### src/rtl/iadc_pkg.sv
// Package of offsets, reset values and carriers for the address and data command registers
package iadc_pkg;

  // Register byte offsets on the APB port
  localparam logic [7:0] IADC_OWN_SLAVE_ADDRESS_OFF = 8'h08;
  localparam logic [7:0] IADC_HIGH_SPEED_MASTER_CODE_OFF = 8'h0c;
  localparam logic [7:0] IADC_DATA_COMMAND_PORT_OFF = 8'h10;

  // Field positions and widths
  localparam int IADC_OWN_ADDR_W = 10;
  localparam int IADC_SHORT_ADDR_W = 7;
  localparam int IADC_HS_CODE_W = 3;
  localparam int IADC_CMD_BIT = 8;
  localparam int IADC_ENTRY_W = 9;
  localparam int IADC_BYTE_W = 8;

  // Values after reset
  localparam logic [9:0] IADC_OWN_ADDR_RST = 10'h055;
  localparam logic [2:0] IADC_HS_CODE_RST = 3'h1;
  localparam logic [1:0] IADC_TOP_SPEED_RST = 2'h3;
  localparam logic IADC_CMD_RST = 1'h0;

  // Top speed settings and the high-speed code prefix
  localparam logic [1:0] IADC_SPEED_STANDARD = 2'h1;
  localparam logic [1:0] IADC_SPEED_FAST = 2'h2;
  localparam logic [1:0] IADC_SPEED_HIGH = 2'h3;
  localparam logic [4:0] IADC_HS_PREFIX = 5'h01;

  // Command bit encodings of a queued entry
  localparam logic IADC_CMD_WRITE = 1'h0;
  localparam logic IADC_CMD_READ = 1'h1;

  // One queued transmit entry
  typedef struct packed {
    logic cmd;
    logic [7:0] dat;
  } iadc_entry_t;

  // Address seen on the bus by the slave side
  typedef struct packed {
    logic check;
    logic wide;
    logic [9:0] addr;
  } iadc_bus_addr_t;

  // All state of the block
  typedef struct packed {
    logic [9:0] own_address_field;
    logic [2:0] hs_code_field;
    logic [31:0] prdata;
    iadc_entry_t tx_entry;
    logic transmit_abort;
    logic addr_match;
  } iadc_state_t;

endpackage : iadc_pkg

### src/rtl/iadc_regs.sv
// Own address, high-speed code and data command port registers on APB
// How it works
// Keep a 10-bit own slave address for slave address matching.
// With 7-bit addressing compare only the low seven address bits.
// Address and code registers take writes only while the controller is disabled.
// Software must avoid reserved bus addresses 0x00-0x07 and 0x78-0x7f.
// Own address resets to its build parameter, 0x55 here.
// Three-bit code forms the low bits of the 00001xxx high-speed code.
// High-speed code resets to its build parameter, 0x1 here.
// Below high speed the code register is read-only and reads zero.
// Port write pushes one transmit entry; port read pops one received byte.
// Transmit entries are nine bits; received bytes are eight bits.
// Entry bit 8 selects write (0) or read (1); resets to 0.
// Command bit steers direction only when acting as master.
// As slave receiver port writes are not needed; command is don't-care.
// As slave transmitter a write entry sends its low byte.
// Read entry after general call with special still set raises transmit abort.
// Read entry queued after a read request raises transmit abort.
// Master read clashing with a read request is dropped with abort.
// A read entry ignores its low data byte.
// Port reads return the received bus byte in the low byte.
// Control bit 3 picks 7-bit or 10-bit matching; 7-bit ignores 10-bit.
// Special bit clear means general call selection is ignored.
// Reading an empty receive FIFO returns zero and pops nothing.
`timescale 1ns/1ps
`default_nettype none

module iadc_regs
  import iadc_pkg::*;
#(
  parameter logic [9:0] default_own_address_param = IADC_OWN_ADDR_RST,
  parameter logic [2:0] default_hs_code_param = IADC_HS_CODE_RST,
  parameter logic [1:0] top_speed_setting = IADC_TOP_SPEED_RST
) (
  input wire logic clk,
  input wire logic rst_n,
  // APB slave
  input wire logic psel,
  input wire logic penable,
  input wire logic pwrite,
  input wire logic [7:0] paddr,
  input wire logic [31:0] pwdata,
  output logic [31:0] prdata,
  output logic pready,
  // Controller state from the rest of the unit
  input wire logic controller_enable,
  input wire logic master_active,
  input wire logic slave_transmitter,
  input wire logic own_wide_addressing,
  input wire logic special_command,
  input wire logic general_call_or_start_byte,
  input wire logic read_request_pending,
  // Transmit FIFO push side
  output logic tx_valid,
  input wire logic tx_ready,
  output iadc_entry_t tx_entry,
  // Receive FIFO pop side
  input wire logic rx_valid,
  input wire logic [7:0] rx_data,
  output logic rx_pop,
  // Slave address matching
  input wire iadc_bus_addr_t bus_addr,
  output logic addr_match,
  // Outputs towards the bus engine
  output logic [9:0] own_address_field,
  output logic [7:0] hs_master_code,
  output logic transmit_abort
);

  iadc_state_t state_reg;
  iadc_state_t state_next;

  logic setup_phase;
  logic access_phase;
  logic sel_own;
  logic sel_hs;
  logic sel_data;
  logic hs_present;
  logic abort_cond;
  logic data_write;
  logic tx_stall;

  // High-speed code only exists when the part is built for high speed
  function automatic logic hs_available(input logic [1:0] speed);
    hs_available = (speed == IADC_SPEED_HIGH);
  endfunction : hs_available

  // Own address compare; 7-bit mode looks at the low bits only
  function automatic logic own_match(input iadc_bus_addr_t a, input logic wide,
                                     input logic [9:0] own);
    if (!a.check) begin
      own_match = 1'b0;
    end else if (wide) begin
      own_match = a.wide && (a.addr == own);
    end else begin
      own_match = !a.wide && (a.addr[6:0] == own[6:0]);
    end
  endfunction : own_match

  // Bus phase and address decode
  assign setup_phase = psel && !penable;
  assign access_phase = psel && penable;
  assign sel_own = (paddr == IADC_OWN_SLAVE_ADDRESS_OFF);
  assign sel_hs = (paddr == IADC_HIGH_SPEED_MASTER_CODE_OFF);
  assign sel_data = (paddr == IADC_DATA_COMMAND_PORT_OFF);
  assign hs_present = hs_available(top_speed_setting);
  assign data_write = access_phase && pwrite && sel_data;

  // Read entries that clash with a read request or a live general call are dropped
  always_comb begin
    abort_cond = 1'b0;
    if (pwdata[IADC_CMD_BIT] == IADC_CMD_READ) begin
      if (read_request_pending) begin
        abort_cond = 1'b1;
      end
      if (special_command && !general_call_or_start_byte) begin
        abort_cond = 1'b1;
      end
    end
  end

  // Hold the access phase while the transmit FIFO cannot take the entry
  assign tx_stall = data_write && !abort_cond && !tx_ready;
  assign pready = !tx_stall;

  // Push is a handshake; the entry itself comes from a flop set in setup
  assign tx_valid = data_write && !abort_cond;
  // Pop only when a byte is there, so an empty read leaves the FIFO alone
  assign rx_pop = setup_phase && !pwrite && sel_data && rx_valid;

  // Next-state logic for every register of the block
  always_comb begin
    state_next = state_reg;
    state_next.transmit_abort = 1'b0;
    state_next.addr_match = own_match(bus_addr, own_wide_addressing,
                                      state_reg.own_address_field);

    // Capture the entry during setup; APB holds pwdata through access
    if (setup_phase && pwrite && sel_data) begin
      state_next.tx_entry.cmd = pwdata[IADC_CMD_BIT];
      if (pwdata[IADC_CMD_BIT] == IADC_CMD_READ) begin
        state_next.tx_entry.dat = 8'h00;
      end else begin
        state_next.tx_entry.dat = pwdata[7:0];
      end
    end

    // Read data is registered in setup and shown in access
    if (setup_phase && !pwrite) begin
      state_next.prdata = 32'h0000_0000;
      if (sel_own) begin
        state_next.prdata[9:0] = state_reg.own_address_field;
      end else if (sel_hs && hs_present) begin
        state_next.prdata[2:0] = state_reg.hs_code_field;
      end else if (sel_data && rx_valid) begin
        state_next.prdata[7:0] = rx_data;
      end
    end

    // Configuration writes are locked while the controller runs
    if (access_phase && pwrite && !controller_enable) begin
      if (sel_own) begin
        state_next.own_address_field = pwdata[9:0];
      end
      if (sel_hs && hs_present) begin
        state_next.hs_code_field = pwdata[2:0];
      end
    end

    // A refused read entry flags transmit abort for one cycle
    if (data_write && abort_cond) begin
      state_next.transmit_abort = 1'b1;
    end
  end

  // State register with synchronous reset to the build values
  always_ff @(posedge clk) begin
    if (!rst_n) begin
      state_reg.own_address_field <= default_own_address_param;
      state_reg.hs_code_field <= default_hs_code_param;
      state_reg.prdata <= 32'h0000_0000;
      state_reg.tx_entry.cmd <= IADC_CMD_RST;
      state_reg.tx_entry.dat <= 8'h00;
      state_reg.transmit_abort <= 1'b0;
      state_reg.addr_match <= 1'b0;
    end else begin
      state_reg <= state_next;
    end
  end

  // Outputs; slave receive needs no entries so nothing here waits on them
  assign prdata = state_reg.prdata;
  assign tx_entry = state_reg.tx_entry;
  assign addr_match = state_reg.addr_match;
  assign own_address_field = state_reg.own_address_field;
  // Code pattern 00001xxx; zero when the register does not exist
  assign hs_master_code = hs_present ? {IADC_HS_PREFIX, state_reg.hs_code_field}
                                     : 8'h00;
  assign transmit_abort = state_reg.transmit_abort;

  // Master and slave-transmitter status only steer the bus engine
  logic unused_mode;
  assign unused_mode = master_active ^ slave_transmitter ^ (^pwdata[31:9]);

endmodule : iadc_regs

`default_nettype wire

### config.mk
export PLATFORM = sky130hd
export DESIGN_NAME = iadc_regs
export DESIGN_NICKNAME = d
export VERILOG_FILES = /design/src/rtl/iadc_pkg.sv /design/src/rtl/iadc_regs.sv
export SDC_FILE = /design/constraint.sdc
export NUM_CORES = 1
export LEC_CHECK = 0
export BUFFER_PORTS_ARGS = -buffer_cell sky130_fd_sc_hd__buf_4
export CELL_PAD_IN_SITES_DETAIL_PLACEMENT = 1
export CELL_PAD_IN_SITES_GLOBAL_PLACEMENT = 1
export CORE_ASPECT_RATIO = 2
export CORE_MARGIN = 10
export CORE_UTILIZATION = 28
export CTS_BUF_LIST = sky130_fd_sc_hd__clkbuf_4
export DETAILED_ROUTE_END_ITERATION = 10
export PLACE_DENSITY_LB_ADDON = 0.1
export SYNTH_ARGS = -nofsm -noshare
export SYNTH_HDL_FRONTEND = slang
export SYNTH_SLANG_ARGS = --single-unit
### constraint.sdc
create_clock -name clk -period 2.4 [get_ports clk]
set_input_delay 0.24 -clock clk [delete_from_list [all_inputs] [get_ports clk]]
set_output_delay 0.24 -clock clk [all_outputs]
set_load 0.01 [all_outputs]
# [Yosys cells after proc, flatten, opt, wreduce, memory -nomap -nowiden]
# Cells that the tools add are included.
[classes] n_eq_ne=5 muxes=11 reduce_logical=28
[op_table] op="$mux W8" count=3
[op_table] op="$logic_and A1 B1 Y1" count=17
[op_table] op="$eq A8 B4 Y1 const B" count=2
[op_table] op="$eq A10 B10 Y1" count=1
[op_table] op="$eq A8 B5 Y1 const B" count=1
[op_table] op="$logic_not A1 Y1" count=8
[op_table] op="$eq A7 B7 Y1" count=1
[op_table] op="$reduce_and A2 Y1" count=3
[op_table] op="$mux W1" count=5
[op_table] op="$mux W5" count=1
[op_table] op="$mux W3" count=1
[op_table] op="$mux W2" count=1
[totals] inputBits=74 register_bits=34 elab_cells=51

# [Longest topological paths before layout]
[logic_depth] depth_word=8 depth_mapped=6 mapped_depth_nobuf=4

# [Worst setup path before layout]
# Ideal clock, no wire load.
[synth_timing] path_kind="input to output" from="input port paddr[6]" to="output port pready" path_slack_ps=431 stages=5 required_time_ps=2160 t_arrival_ps=1729 cell_sequence="or4_4 -> buf_6 -> or4_4 -> nor2b_2 -> nand2b_1"
[synth_via] elab_chain_len=5
[synth_lines] item="start: declaration" line="iadc_regs.sv:41" source="input wire logic [7:0] paddr,"
[synth_lines] item="$eq A8 B5 Y1" line="iadc_regs.sv:105" source="assign sel_data = (paddr == IADC_DATA_COMMAND_PORT_OFF);"
[synth_lines] item="$logic_and A1 B1 Y1" line="iadc_regs.sv:107" source="assign data_write = access_phase && pwrite && sel_data;"
[synth_lines] item="$logic_and A1 B1 Y1"
[synth_lines] item="net tx_valid" line="iadc_regs.sv:54" source="output logic tx_valid,"
[synth_lines] item="$logic_and A1 B1 Y1" line="iadc_regs.sv:123" source="assign tx_stall = data_write && !abort_cond && !tx_ready;"
[synth_lines] item="$logic_not A1 Y1" line="iadc_regs.sv:124" source="assign pready = !tx_stall;"
[synth_lines] item="end: declaration" line="iadc_regs.sv:44" source="output logic pready,"
# The timed path passes the listed nets, and every way through them passes these cells.

# [Worst setup path in the final report]
[layout_timing] from="input port paddr[6]" to="output port pready"
[layout_via] elab_chain_len=5
[layout_lines] item="$eq A8 B5 Y1" line="iadc_regs.sv:105"
[layout_lines] item="$logic_and A1 B1 Y1" line="iadc_regs.sv:107"
[layout_lines] item="$logic_and A1 B1 Y1 (2 in series)" line="iadc_regs.sv:123"
[layout_lines] item="$logic_not A1 Y1" line="iadc_regs.sv:124"
# Every way passes these cells.

==> summary.txt <==
Status
  • Status: finished, final reports clean

Synthesis
  • Synthesized area: 1830 um^2
  • Avg Cell Area, Syn: 9.15 um^2
  • Sequential area share after synthesis: 37.2%
  • Number of synthesis warnings: 0
  • Area contributors post-synth: dfxtp_1 37%, buf_4 11%, mux2i_1 7.1%, a21oi_1 5.5%, xnor2_1 4.8%
  • EDFF count, synth: 0
  • Share of the synthesized area in the top cell type: 37.2%
  • Distinct cell type count after synthesis: 32
  • Cell accounting for the most synthesized area: dfxtp_1
  • Count leader, synth: dfxtp_1
  • Commonest cells post-synth: 34 x dfxtp_1, 28 x buf_4, 21 x nand2_1, 20 x a21oi_1, 13 x mux2i_1
  • Most used DFF post-synth: dfxtp_1
  • Syn Inst Count: 200
  • Asr flop ratio synth: 0%
  • Yosys reg bits: 34

Routing
  • Vias: 1706
  • Routed vias/inst: 4.55
  • 1st-iter DRT viols: 44
  • Routed wire per std cell: 18.0 um
  • WL final: 6.73 mm
  • 1st-pass router iterations: 4
  • Post-DRT Antenna Nets: 0
  • # DRC: 0

Global routing
  • Vias in the first global route: 1981
  • Total grt overflow: 0
  • GRT Total Usage: 13.1%
  • Largest net degree at the start of global routing: 15
  • Initial antenna violation count: 0
  • First-pass GRT wire length: 10.7 mm

Clock network
  • Post-CTS Hold Buffers: 0
  • Post-CTS Resized: 0
  • Root Driver: clkbuf_4
  • Worst skew pair latency: 0.35 ns
  • Cts bufs inserted: 5
  • CTS Sinks: 34
  • H-tree depth reported by CTS: 2
  • Setup Buffers After CTS: 0
  • CTS tree: built
  • Clock Tree Buf Depth: 2
  • Worst-path clk slew: 0.10 ns

STA
  • Final Hold Violating Endpoints: 0
  • Max Freq: 502 MHz
  • Final worst path period share: 83.1%
  • Relative slew slack: 60.1%
  • Unrepaired setup endpoints after global routing: no
  • Count of pins over their slew limit: 0
  • Measured slew at the worst slew-check pin: 0.594 ns
  • Post-Route Setup TNS: 0 ns
  • Fin crit period: 1.99 ns
  • Worst Clk Skew: 0.0133 ns
  • Final setup violation count: 0
  • Final Worst Setup Slack: 0.407 ns

Die
  • Row cnt: 41
  • Die area: 10400 um^2
  • Die height: 134 um
  • Die W: 77.2 um
  • Num ports: 138
  • Total core area: 6360 um^2
  • Initial Utilization: 28.8%

Worst setup path
  • Worst r2r src: own_address_field[0]
  • CP endpoint kind: output pin
  • CP Max Fanout: 2
  • Setup crit start kind: primary input
  • Data arrival, critical path: 1.75 ns
  • Critical path origin: paddr[6]
  • Worst r2r dst: addr_match
  • Critical path type: primary input to output pin
  • WP data required: 2.16 ns
  • CP endpoint: pready
  • Reg2Reg Depth: 3
  • Reg2Reg Setup Slack: 1.11 ns

Pwr
  • P per Cell Area: 418 nW/um^2
  • Pleak: 0.00104 uW
  • Total power: 1050 uW
  • Peak supply drop: 0.255 mV

Final layout
  • Final core occ: 39.6%
  • Final nets: 362
  • Area Growth Syn to Fin: 37.7%
  • Layout cells sized above 1: 38.8%
  • Diode count: 0

Place
  • Detailed Place HPWL: 5.52 mm
  • Count of input and output buffers: 86
  • GP Congestion: 0.723
  • Place WS: 0.289 ns

Run
  • Max-Cap Viols: 0

Hold path
  • Worst min path class: primary input to flop
[area by class of cell]
type	instances	area, um^2
fill	824	3840
multi-input combinational	151	973
timing repair buffer	92	691
sequential	34	681
tap	86	108
clock buffer	6	45.0
inverter	4	15.0
clock inverter	2	8.76
[power breakdown]
part	internal, uW	switching, uW
Combinational	75.1	80.7
Sequential	566	1.48
Clock	121	209
[flip-flops by register name, summed over array words and instances (netlist names)]
register,flops
prdata,10
tx_entry,9
addr_match,1
transmit_abort,1
own_address_field,10
hs_master_code,3
[metal layers]
layer | wire length [um] | vias to the layer above | track usage (%)
li1 | - | 820 | -
met1 | 2360 | 804 | 12.3
met2 | 3760 | 77 | 24.6
met3 | 512 | 5 | 4.95
met4 | 104 | 0 | 4.90
met5 | 0 | - | 0
[through the flow]
| stage | instance area [um^2] | hold slack (ns) | instances |
|---|---|---|---|
| 2_1_floorplan | 1920 | 0.351 | 225 |
| 3_3_place_gp | 2470 | 0.440 | 367 |
| 3_5_place_dp | 2470 | 0.452 | 367 |
| 4_1_cts | 2520 | 0.0767 | 375 |
| 5_1_grt | 2520 | 0.0716 | 375 |
| 6_report | 2520 | 0.101 | 375 |
[worst max-delay path, stage by stage]
cell	delay [ns]
buf_4	0.11
or4_4	0.52
or4_4	0.54
nor2b_2	0.14
nand2b_1	0.06
buf_4	0.14
[cells by family after synthesis]
kind of cell	Yosys count	synth area share, %
compound gates	36	11.8
xor+xnor	10	4.78
other cells	2	0.410
buf+inv	40	14.8
mux	13	7.11
simple gates	65	23.9
flops	34	37.2
[worst min-delay path by stage]
| stage | from | to | slack (ns) | cells past startpoint |
|---|---|---|---|---|
| 6_report | own_wide_addressing | addr_match | 0.10 | 2 |
| 5_1_grt | own_wide_addressing | addr_match | 0.07 | 2 |
| 4_1_cts | own_wide_addressing | addr_match | 0.08 | 2 |
| 3_5_place_dp | tx_entry[8] | tx_entry[8] | 0.45 | 2 |
| 3_3_place_gp | tx_entry[6] | tx_entry[6] | 0.44 | 2 |
| 2_1_floorplan | own_wide_addressing | addr_match | 0.35 | 1 |
[cell usage in the layout (no fill, tap or decap), drive strengths merged, types with 2 or more instances in the layout]
cell type / synthesis / layout
buf: 30 / 92
dfxtp: 34 / 34
conb: 2 / 27
nand2: 21 / 21
a21oi: 20 / 20
mux2i: 13 / 13
nand3b: 10 / 10
nor2: 10 / 10
xnor2: 10 / 10
a22oi: 7 / 7
clkbuf: 6 / 6
nor4: 6 / 6
or4: 4 / 4
o21ai: 4 / 4
inv: 4 / 4
or3b: 3 / 3
o221ai: 3 / 3
nand4: 2 / 2
nor2b: 2 / 2
clkinv: 0 / 2
Note: power is estimated with default switching activity, not from simulation.
